$ cat src/rtl/pch_map.svh
// Offsets, field positions and reset values of the configuration header
`ifndef PCH_MAP_SVH
`define PCH_MAP_SVH

// Byte offsets in configuration space
`define PCH_OFS_MAKER     8'h00
`define PCH_OFS_PART      8'h02
`define PCH_OFS_CMD       8'h04

// Command register field positions
`define PCH_CMD_IO        0
`define PCH_CMD_MEM       1
`define PCH_CMD_MST       2
`define PCH_CMD_SPC       3
`define PCH_CMD_MWI       4
`define PCH_CMD_VGA       5
`define PCH_CMD_PERR      6
`define PCH_CMD_STEP      7
`define PCH_CMD_SERR      8
`define PCH_CMD_FB2B      9

// Command register reset value and writable bits
`define PCH_CMD_RST       16'h0006
`define PCH_CMD_WR_MASK   16'h0156

// Arbitrary neutral identity codes
`define PCH_MAKER_CODE    16'h5a5a
`define PCH_PART_CODE     16'h0101

`endif

$ cat src/rtl/pch_pkg.sv
// Types shared by the configuration header modules
package pch_pkg;
   typedef logic [15:0] pch_half_t;
   typedef logic [31:0] pch_dword_t;
   typedef logic [3:0]  pch_be_t;
endpackage
$ cat src/rtl/pch_cmd_reg.sv
// Command register storage with byte-lane writes
`timescale 1ns/100ps
`include "pch_map.svh"
module pch_cmd_reg (
   input  wire logic              ref_clk,  // Clock
   input  wire logic              rst_n,    // Sync reset, active low
   input  wire logic              wr_lo,    // Write strobe, byte lane 0
   input  wire logic              wr_hi,    // Write strobe, byte lane 1
   input  wire pch_pkg::pch_half_t wdata,   // Write data
   output pch_pkg::pch_half_t     cmd       // Current command value
);
   localparam pch_pkg::pch_half_t WR_MASK = `PCH_CMD_WR_MASK; // RULE14 RULE15
   localparam pch_pkg::pch_half_t RST_VAL = `PCH_CMD_RST;

   pch_pkg::pch_half_t cmd_r;
   pch_pkg::pch_half_t cmd_nxt;
   wire pch_pkg::pch_half_t lane_mask;

   // Only writable bits in enabled lanes change
   assign lane_mask = {{8{wr_hi}}, {8{wr_lo}}} & WR_MASK;    // RULE16
   assign cmd_nxt   = (cmd_r & ~lane_mask) | (wdata & lane_mask); // RULE16
   assign cmd       = cmd_r;

   always_ff @(posedge ref_clk) begin
      if (!rst_n) begin
         cmd_r <= RST_VAL;                                   // RULE5 RULE7
      end else begin
         cmd_r <= cmd_nxt;
      end
   end
endmodule

$ cat src/rtl/pch_config_header.sv
// PCI bus mode configuration header: identification and command gating
//
// Contract
// (RULE1) The header answers only while the card-mode select input is low.
// (RULE2) Offset 0 returns a fixed read-only maker code that writes cannot change.
// (RULE3) Offset 2 returns a fixed read-only part code.
// (RULE4) Command bit 0 reads 0 and I/O-space cycles are never claimed.
// (RULE5) Command bit 1 is writable, resets to 1, and gates claiming decoded memory cycles.
// (RULE6) Configuration software should set the memory enable bit during power-up.
// (RULE7) Command bit 2 is writable, resets to 1, and while 0 blocks all mastering.
// (RULE8) Command bit 3 reads 0 and special cycles are never monitored.
// (RULE9) Command bit 4 is writable, resets to 0, and only while 1 allows invalidate writes.
// (RULE10) Command bit 5 reads 0 and palette snooping never happens.
// (RULE11) Command bit 6 is writable, resets to 0, and gates parity error signalling.
// (RULE12) Command bit 7 reads 0 and stepping is never used.
// (RULE13) Command bit 8 is writable, resets to 0, and gates system error signalling.
// (RULE14) Command bit 9 reads 0; fast back-to-back only to the same agent.
// (RULE15) Command bits 15 to 10 read as zero and ignore writes.
// (RULE16) Writes to read-only bits complete but change nothing; lanes gate writable bits.
// (RULE17) Type-0 configuration cycles complete whatever the memory enable says.
`timescale 1ns/100ps
`include "pch_map.svh"
module pch_config_header #(
   parameter logic [15:0] MAKER_CODE = `PCH_MAKER_CODE, // Arbitrary value
   parameter logic [15:0] PART_CODE  = `PCH_PART_CODE   // Arbitrary value
) (
   input  wire logic               ref_clk,       // PCI clock
   input  wire logic               rst_n,         // PCI reset, sync, active low
   input  wire logic               card_mode,     // Card-mode select pin, low = PCI
   input  wire logic               cfg_req,       // Type-0 config cycle, one pulse
   input  wire logic               cfg_we,        // Config write when high
   input  wire logic [7:0]         cfg_addr,      // Dword byte address
   input  wire pch_pkg::pch_be_t   cfg_be,        // Byte enables, high active
   input  wire pch_pkg::pch_dword_t cfg_wdata,    // Config write data
   output logic                    cfg_ack,       // Config cycle completed
   output pch_pkg::pch_dword_t     cfg_rdata,     // Config read data
   output logic                    pci_mode,      // PCI mode selected
   input  wire logic               mem_hit,       // Memory address decoded
   input  wire logic               io_hit,        // I/O address decoded
   input  wire logic               mst_req,       // Master wants the bus
   input  wire logic               mst_line_wr,   // Master write is a full line
   input  wire logic               parity_err,    // Parity error detected
   input  wire logic               sys_err,       // System error detected
   output logic                    mem_claim,     // Claim memory cycle
   output logic                    io_claim,      // Claim I/O cycle
   output logic                    mst_go,        // Master may start
   output logic                    mst_use_mwi,   // Use invalidate write command
   output logic                    perr_out,      // Signal parity error
   output logic                    serr_out,      // Signal system error
   output logic                    spc_monitor,   // Special cycle monitor
   output logic                    step_en,       // Address/data stepping
   output logic                    palette_snoop  // Palette snooping
);
   localparam logic [7:0] OFS_MAKER = `PCH_OFS_MAKER;
   localparam logic [7:0] OFS_CMD   = `PCH_OFS_CMD;

   logic               mode_s1_r;
   logic               pci_sel_r;
   logic               cfg_ack_r;
   pch_pkg::pch_dword_t cfg_rdata_r;
   logic               mem_claim_r;
   logic               mst_go_r;
   logic               mwi_r;
   logic               perr_r;
   logic               serr_r;
   logic               io_claim_r;
   logic               fixed_off_r;
   pch_pkg::pch_half_t cmd;

   wire logic               pci_sel;
   wire logic               take;
   wire logic               hit_id;
   wire logic               hit_cmd;
   wire logic               cmd_wr_lo;
   wire logic               cmd_wr_hi;
   wire pch_pkg::pch_dword_t id_word;
   wire pch_pkg::pch_dword_t cmd_word;
   wire pch_pkg::pch_dword_t rd_word;

   // Card-mode pin synchroniser
   always_ff @(posedge ref_clk) begin
      if (!rst_n) begin
         mode_s1_r <= 1'b1;
         pci_sel_r <= 1'b0;
      end else begin
         mode_s1_r <= card_mode;
         pci_sel_r <= ~mode_s1_r;                                // RULE1
      end
   end

   assign pci_sel = pci_sel_r;                                   // RULE1
   assign take    = cfg_req & pci_sel;                           // RULE1 RULE17
   assign hit_id  = (cfg_addr[7:2] == OFS_MAKER[7:2]);
   assign hit_cmd = (cfg_addr[7:2] == OFS_CMD[7:2]);
   assign cmd_wr_lo = take & cfg_we & hit_cmd & cfg_be[0];       // RULE16
   assign cmd_wr_hi = take & cfg_we & hit_cmd & cfg_be[1];       // RULE16

   // Identification is constant; writes to it fall through
   assign id_word  = {PART_CODE, MAKER_CODE};                    // RULE2 RULE3
   // Upper half holds status, outside this block, read as zero
   assign cmd_word = {16'h0000, cmd};                            // RULE15
   assign rd_word  = hit_id  ? id_word  :
                     hit_cmd ? cmd_word : 32'h0000_0000;

   pch_cmd_reg u_cmd (
      .ref_clk (ref_clk),
      .rst_n   (rst_n),
      .wr_lo   (cmd_wr_lo),
      .wr_hi   (cmd_wr_hi),
      .wdata   (cfg_wdata[15:0]),
      .cmd     (cmd)
   );

   // Config completion, independent of memory enable
   always_ff @(posedge ref_clk) begin
      if (!rst_n) begin
         cfg_ack_r   <= 1'b0;
         cfg_rdata_r <= 32'h0000_0000;
      end else begin
         cfg_ack_r   <= take;                                    // RULE17
         cfg_rdata_r <= (take & ~cfg_we) ? rd_word : 32'h0000_0000;
      end
   end

   // Gating of bus behaviour by command bits
   always_ff @(posedge ref_clk) begin
      if (!rst_n) begin
         mem_claim_r <= 1'b0;
         mst_go_r    <= 1'b0;
         mwi_r       <= 1'b0;
         perr_r      <= 1'b0;
         serr_r      <= 1'b0;
         io_claim_r  <= 1'b0;
         fixed_off_r <= 1'b0;
      end else begin
         mem_claim_r <= pci_sel & mem_hit & cmd[`PCH_CMD_MEM];   // RULE5
         mst_go_r    <= pci_sel & mst_req & cmd[`PCH_CMD_MST];   // RULE7
         mwi_r       <= pci_sel & mst_req & cmd[`PCH_CMD_MST]
                        & mst_line_wr & cmd[`PCH_CMD_MWI];       // RULE9
         perr_r      <= pci_sel & parity_err & cmd[`PCH_CMD_PERR]; // RULE11
         serr_r      <= pci_sel & sys_err & cmd[`PCH_CMD_SERR];  // RULE13
         io_claim_r  <= 1'b0;                                    // RULE4
         fixed_off_r <= 1'b0;                                    // RULE8 RULE10 RULE12
      end
   end

   assign cfg_ack       = cfg_ack_r;
   assign cfg_rdata     = cfg_rdata_r;
   assign pci_mode      = pci_sel_r;
   assign mem_claim     = mem_claim_r;
   assign io_claim      = io_claim_r;
   assign mst_go        = mst_go_r;
   assign mst_use_mwi   = mwi_r;
   assign perr_out      = perr_r;
   assign serr_out      = serr_r;
   assign spc_monitor   = fixed_off_r;
   assign step_en       = fixed_off_r;
   assign palette_snoop = fixed_off_r;
endmodule

$ cat config.mk
export PLATFORM = sky130hd
export DESIGN_NAME = pch_config_header
export DESIGN_NICKNAME = d
export VERILOG_FILES = /design/src/rtl/pch_pkg.sv /design/src/rtl/pch_cmd_reg.sv /design/src/rtl/pch_config_header.sv
export VERILOG_INCLUDE_DIRS = /design/src /design/src/rtl
export SDC_FILE = /design/constraint.sdc
export NUM_CORES = 1
export LEC_CHECK = 0
export ABC_AREA = 1
export BUFFER_PORTS_ARGS = -buffer_cell sky130_fd_sc_hd__buf_4
export CAP_MARGIN = 20
export CELL_PAD_IN_SITES_DETAIL_PLACEMENT = 1
export CELL_PAD_IN_SITES_GLOBAL_PLACEMENT = 2
export CORE_MARGIN = 5
export CORE_UTILIZATION = 17
export CTS_CLUSTER_DIAMETER = 50
export DETAILED_ROUTE_END_ITERATION = 10
export PLACE_DENSITY_LB_ADDON = 0.1
export SLEW_MARGIN = 40
export SYNTH_ARGS = -nofsm -noshare
export SYNTH_HDL_FRONTEND = slang
export SYNTH_HIERARCHICAL = 1
export SYNTH_SLANG_ARGS = --single-unit
$ cat constraint.sdc
create_clock -name ref_clk -period 1.28 [get_ports ref_clk]
set_input_delay 0 -clock ref_clk [delete_from_list [all_inputs] [get_ports ref_clk]]
set_output_delay 0 -clock ref_clk [all_outputs]
set_load 0.05 [all_outputs]
==> impl_results.md, run 1 <==
* WP data arrival at 1290 ps
* Largest net degree at the start of global routing at 11
* Rows at 31
* Core area at 0.00718 mm^2
* Die ar. at 0.00907 mm^2
* Kind of critical path: flop to flop
* Maximum vdd ir drop at 0.000339 V
* Crit path time final at 1130 ps
* Initial DRC Count at 21
* Fin worst setup slack at 154 ps
* Most common cell after layout, fill and taps aside: buf_4
* Via count at 976
* Hold path cells at 3
* Clock Latency Late Sink at 280 ps
* First-pass DRT Iterations at 4
* Design Power at 1.89 mW
* Most frequent cells in the layout: 49 x buf_4, 29 x conb_1, 29 x dfxtp_1
* Layout Nets at 267
* Setup TNS at 0 ps
* Worst r2r path cells at 5
* Crit path max fanout at 7
* Initial core utilization at 17.2%
* Io pins at 98
* H-tree depth at 2
* Post-DP HPWL at 2.37 mm
* Fill cell count at 874
* Final worst-path cycle share at 87.9%
* Cell count after synthesis at 151
* Max Cap Viol at 0
* Flops & latches, synth at 30
* Clk slew on worst S/H paths at 60 ps
* DP Worst Slack at 36.4 ps
* Critical Path Start Type: flop
* Status: completed
* DRC Markers at 0
* Die Ht at 95.2 um
* Worst path depth at 5
* Routed vias/inst at 3.14
* Critical path capture point type: flop
* Final count of negative-setup-slack endpoints at 0
* # clock sinks at 30
* Tightest Hold Check Type: input pin to flop
* Area grow syn2layout at 44.3%
* Final Skew at 9.05 ps
* PwrDens at 1060 mW/mm^2
* CP max stage delay at 360 ps
* Crit path buf inv count at 1
* DRT Wirelength at 2.97 mm
* CTS tree: built
* N_diodes at 0
* Unique masters post-synth at 16
* CTS max path bufs at 2
* Share of layout cells above drive strength 1 at 31.6%
* Area leader, netlist: dfxtp_1
* Initial antenna violation count at 0
* Yosys warning count at 6
* Sequential-to-total area share from yosys stat at 48.6%
* Post-synth top area share at 48.6%
* Gp weighted congestion at 0.695
* F_max at 0.888 GHz
* Critical path's slowest cell: dfxtp_4
* First-pass GRT wire length at 4.64 mm
* Grt ovf at 0
* Data required time at the worst endpoint at 1440 ps
* Mean Syn Cell Area at 8.18 um^2
* Ranking of synthesized cells by area: dfxtp_1 49%, buf_4 18%, nand2_1 7.6%
* Vias in the first global route at 997
* CP Cell Sequence: nand3_2, nor3_4, inv_1, nand2_1, nand3_1
* Final hold vios at 0
* Synth Cell Area at 0.00123 mm^2
* Clk root buf: clkbuf_8
* Routed len/inst at 9.54 um
* IO buf count at 47
* Crit path max-delay family: simple AND/OR/NAND/NOR gates
* CTS buffer count at 5
* Post-DRT Antenna Nets at 0
* LEAKAGE at 0.941 nW
* Die X at 95.2 um
* All-Layer GR Usage at 6.88%
* RSZ-0062 raised after global routing: no
* Count of pins over their slew limit at 0
==> cell usage after synthesis (all sizes together) <==
| cell type | instances |
|---|---|
| or2 | 2 |
| dfxtp | 30 |
| conb | 2 |
| nor2 | 24 |
| inv | 20 |
| buf | 30 |
| nand2 | 27 |
| nor3 | 2 |
| nand3 | 13 |
| nand4 | 1 |
==> layout make-up <==
type,count,area (um^2),area share (%)
Inverter,20,75.1,4.21
Sequential cell,30,604,33.9
Clock buffer,5,68.8,3.86
Multi-Input combinational cell,98,452,25.4
Tap cell,99,124,6.95
Clock inverter,2,10.0,0.562
Timing Repair Buffer,57,448,25.1
==> tightest hold or removal path, cell delays in order <==
cell	delay, ps
buf_4	80
nand4_1	110
inv_1	70
==> report_power, final <==
part | switching, mW | internal [mW] | leakage, nW | total, mW
sequential | 0.00224 | 0.937 | 0.243 | 0.939
combinational | 0.175 | 0.0759 | 0.654 | 0.251
clock | 0.333 | 0.364 | 0.0438 | 0.696
==> kinds of logic (layout without fill, tap and decap cells) <==
| kind of cell | count (synthesis) | count (layout) | share of synthesized area (%) |
|---|---|---|---|
| buffers and inverters | 50 | 84 | 24.3 |
| flip-flops | 30 | 30 | 48.6 |
| other | 2 | 29 | 0.608 |
| AND/OR/NAND/NOR | 69 | 69 | 26.4 |
==> metrics by stage <==
step	std cells	hold WS [ps]	utilization, %	area, um^2
after floorplan	178	84.1	-	1350
after global placement	294	189	22.3	1600
after detailed placement	294	195	22.3	1600
after CTS	309	0.832	24.5	1760
after global routing	311	32.7	24.8	1780
final	311	15.4	24.8	1780
==> final timing paths <==
| check | start | endpoint | slack [ps] |
|---|---|---|---|
| max | pci_mode | flop | 150 |
| min | mst_req | mst_go | 20 |
| max reg2reg | pci_mode | flop | 150 |
| min reg2reg | mode_s1_r | pci_mode | 380 |
==> layer usage <==
| metal | vias to the layer above | track usage, % | part of all wire, % | wire length [um] |
|---|---|---|---|---|
| met3 | 5 | 3.55 | 11 | 324 |
| met2 | 46 | 10.7 | 47 | 1390 |
| met4 | 0 | 3.97 | 2.8 | 82 |
| met5 | - | 0 | 0 | 0 |
| li1 | 510 | - | - | - |
| met1 | 415 | 7.45 | 39 | 1170 |
==> repair_timing <==
item	CTS	global route
endpoints found under the hold margin	7	0
hold buffers	8	0
endpoints found under the setup margin	0	5
setup buffers	0	2
resized for setup	0	2
Note: power is estimated with default switching activity, not from simulation.
==> run 2, diff against run 1 <==
--- a/config.mk
+++ b/config.mk
@@ -6,13 +6,12 @@
 export SDC_FILE = /design/constraint.sdc
 export NUM_CORES = 1
 export LEC_CHECK = 0
-export ABC_AREA = 1
 export BUFFER_PORTS_ARGS = -buffer_cell sky130_fd_sc_hd__buf_4
 export CAP_MARGIN = 20
 export CELL_PAD_IN_SITES_DETAIL_PLACEMENT = 1
 export CELL_PAD_IN_SITES_GLOBAL_PLACEMENT = 2
 export CORE_MARGIN = 5
-export CORE_UTILIZATION = 17
+export CORE_UTILIZATION = 20
 export CTS_CLUSTER_DIAMETER = 50
 export DETAILED_ROUTE_END_ITERATION = 10
 export PLACE_DENSITY_LB_ADDON = 0.1
==> run 2 against run 1 <==
Clock power up 12%. First-iteration DRC count shrank 62%. Cell count fell by 12%. The flow now finishes with violations (negative hold slack). Die area down 6.7%. Setup slack worse by 49 ps. Total power grew 6.6%. Sequential power about the same. Largest cell class unchanged. Highest routed layer unchanged. Via count up 7.2%. Area after synthesis increased by 8.9%. Critical path depth did not move. Register-to-register slack worse by 50 ps. Fmax is 4.2% lower.
==> impl_results.md, run 2 <==
* Clock power frac at 38.8%
* Routed len/inst at 12.7 um
* HP Start: mst_req
* Gp weighted congestion at 0.701
* Data required time at the worst endpoint at 1450 ps
* Routed vias/inst at 3.83
* Layout Nets at 250
* Critical Path Start Type: flop
* N_diodes at 0
* PwrDens at 1060 mW/mm^2
* Commonest cells post-synth: 31 x buf_4, 30 x dfxtp_1, 12 x nor2b_1
* Fin worst setup slack at 105 ps
* Initial antenna violation count at 0
* CTS max path bufs at 2
* Final hold vios at 1
* Internal power at 1.47 mW
* Crit path time final at 1170 ps
* Rows at 29
* Placed Area at 0.00168 mm^2
* RSZ-0062 raised after global routing: no
* # clock sinks at 30
* Sequential-to-total area share from yosys stat at 44.7%
* Flops & latches, synth at 30
* First-pass GRT wire length at 5.68 mm
* Synth Cell Area at 0.00135 mm^2
* Total setup buffers inserted after CTS at 0
* Maximum vdd ir drop at 0.000337 V
* Yosys warning count at 6
* Critical path's slowest cell: dfxtp_4
* Initial core utilization at 20.8%
* Final worst-path cycle share at 91.8%
* Most frequent cells in the layout: 54 x buf_4, 29 x conb_1, 29 x dfxtp_1
* F_max at 0.851 GHz
* Clock Latency Late Sink at 280 ps
* CTS tree: built
* Gate power share at 14.4%
* Via count at 1046
* Count of pins over their slew limit at 0
* Grt ovf at 0
* R2r setup slk at 110 ps
* Post-synth top area share at 44.7%
* Post-DP HPWL at 2.74 mm
* Clk root buf: clkbuf_8
* Max Cap Viol at 0
* Die ar. at 0.00846 mm^2
* Psw at 543 uW
* Area leader, netlist: dfxtp_1
* WP data arrival at 1340 ps
* H-tree depth at 2
* Final Skew at 6.36 ps
* Crit path max fanout at 7
* Worst r2r path cells at 5
* Status: complete, but fails checks
* Cell count after synthesis at 130
* Share of layout cells above drive strength 1 at 38.3%
* Util after Layout at 29.4%
* Critical path capture point type: flop
* Largest net degree at the start of global routing at 18
* Tightest Hold Check Type: input pin to flop
* Switch share at 27.0%
* Setup TNS at 0 ps
* Sequential share of power at 46.8%
* Worst Hold Endpoint: mst_go
* DRT Wirelength at 3.47 mm
* IO buf count at 47
* Initial DRC Count at 8
* First-pass DRT Iterations at 4
* Area grow syn2layout at 41.0%
* Kind of critical path: flop to flop
* CP Cell Sequence: nand4_1, nor3_2, buf_4, mux2i_1, nand2_1
* Hold_ws at -2.26 ps
* Count leader, synth: buf_4
* Post-DRT Antenna Nets at 0
* All-Layer GR Usage at 8.57%
* DP Worst Slack at -157 ps
* Most common cell after layout, fill and taps aside: buf_4
* Die Ht at 92.0 um
* Hold path cells at 3
* Die X at 92.0 um
* Final Cell Area at 0.00190 mm^2
* Vias in the first global route at 1176
* Unique masters post-synth at 23
* DRC Markers at 0
* LEAKAGE at 0.811 nW
* EDFF count, synth at 0
* CTS buffer count at 5
* FF-to-FF Start: pci_mode
* Final count of negative-setup-slack endpoints at 0
* Failing checks: negative hold slack
* Ys flop type: dfxtp_1
* Ys async rst share at 0%
* Core area at 0.00646 mm^2
* Io pins at 98
* Mean Syn Cell Area at 10.3 um^2
* Clk slew on worst S/H paths at 70 ps
* Ranking of synthesized cells by area: dfxtp_1 45%, buf_4 17%, nor4_2 8.4%
* CP max stage delay at 380 ps
==> run 2: worst max-delay path: cells and delay by family (launching register included) <==
kind | cells | cell delay [ps]
muxes | 1 | 180
DFF | 1 | 380
buffers and inverters | 1 | 170
and+or+nand+nor | 3 | 330
==> run 2: metal layers <==
layer / global-route usage, % / wire length [um] / vias to the layer above
li1: - / - / 503
met5: 0 / 0 / -
met3: 3.11 / 271 / 5
met1: 9.13 / 1360 / 496
met2: 15.2 / 1810 / 42
met4: 3.71 / 37 / 0
==> run 2: power groups by stage <==
stage / Combinational [mW] / Sequential [mW] / Clock (mW)
after floorplan: 0.237 / 0.971 / 0
after global placement: 0.255 / 0.961 / 0
after detailed placement: 0.258 / 0.961 / 0
after CTS: 0.290 / 0.940 / 0.816
after global routing: 0.311 / 0.940 / 0.860
final: 0.290 / 0.940 / 0.780
==> run 2: worst max path at each step <==
stage	startpoint	to	slack, ps	depth (start not counted)
2_1_floorplan	cfg_addr[4]	flop	-130	7
4_1_cts	pci_mode	flop	90	5
5_1_grt	pci_mode	flop	20	5
3_5_place_dp	cfg_addr[3]	flop	-160	6
3_3_place_gp	cfg_addr[3]	flop	-110	6
6_report	pci_mode	flop	110	5
==> run 2: logic make-up after synthesis <==
group / share of synthesized area (%)
flops: 44.7
mux: 3.72
buf+inv: 23.1
other cells: 0.558
simple gates: 28.0
==> run 2: what timing repair did <==
| item | 4_1_cts | 5_1_grt |
|---|---|---|
| gates resized for setup | 0 | 0 |
| hold endpoints to repair | 11 | 0 |
| hold buffers | 13 | 0 |
| setup endpoints to repair | 0 | 0 |
==> run 2: layout make-up <==
cell class / instances / area (um^2)
well taps: 77 / 96.3
repair buffers: 67 / 536
clock buffers: 7 / 86.3
clock inverters: 1 / 5.00
fillers: 781 / 4560
inverters: 9 / 33.8
multi-input cells: 82 / 536
flip-flops and latches: 30 / 604
==> run 2: per-stage QoR <==
stage | power, mW | cells
finish | 2.01 | 273
global placement | 1.22 | 252
detailed placement | 1.22 | 252
global route | 2.11 | 273
floorplan | 1.21 | 157
CTS | 2.05 | 273
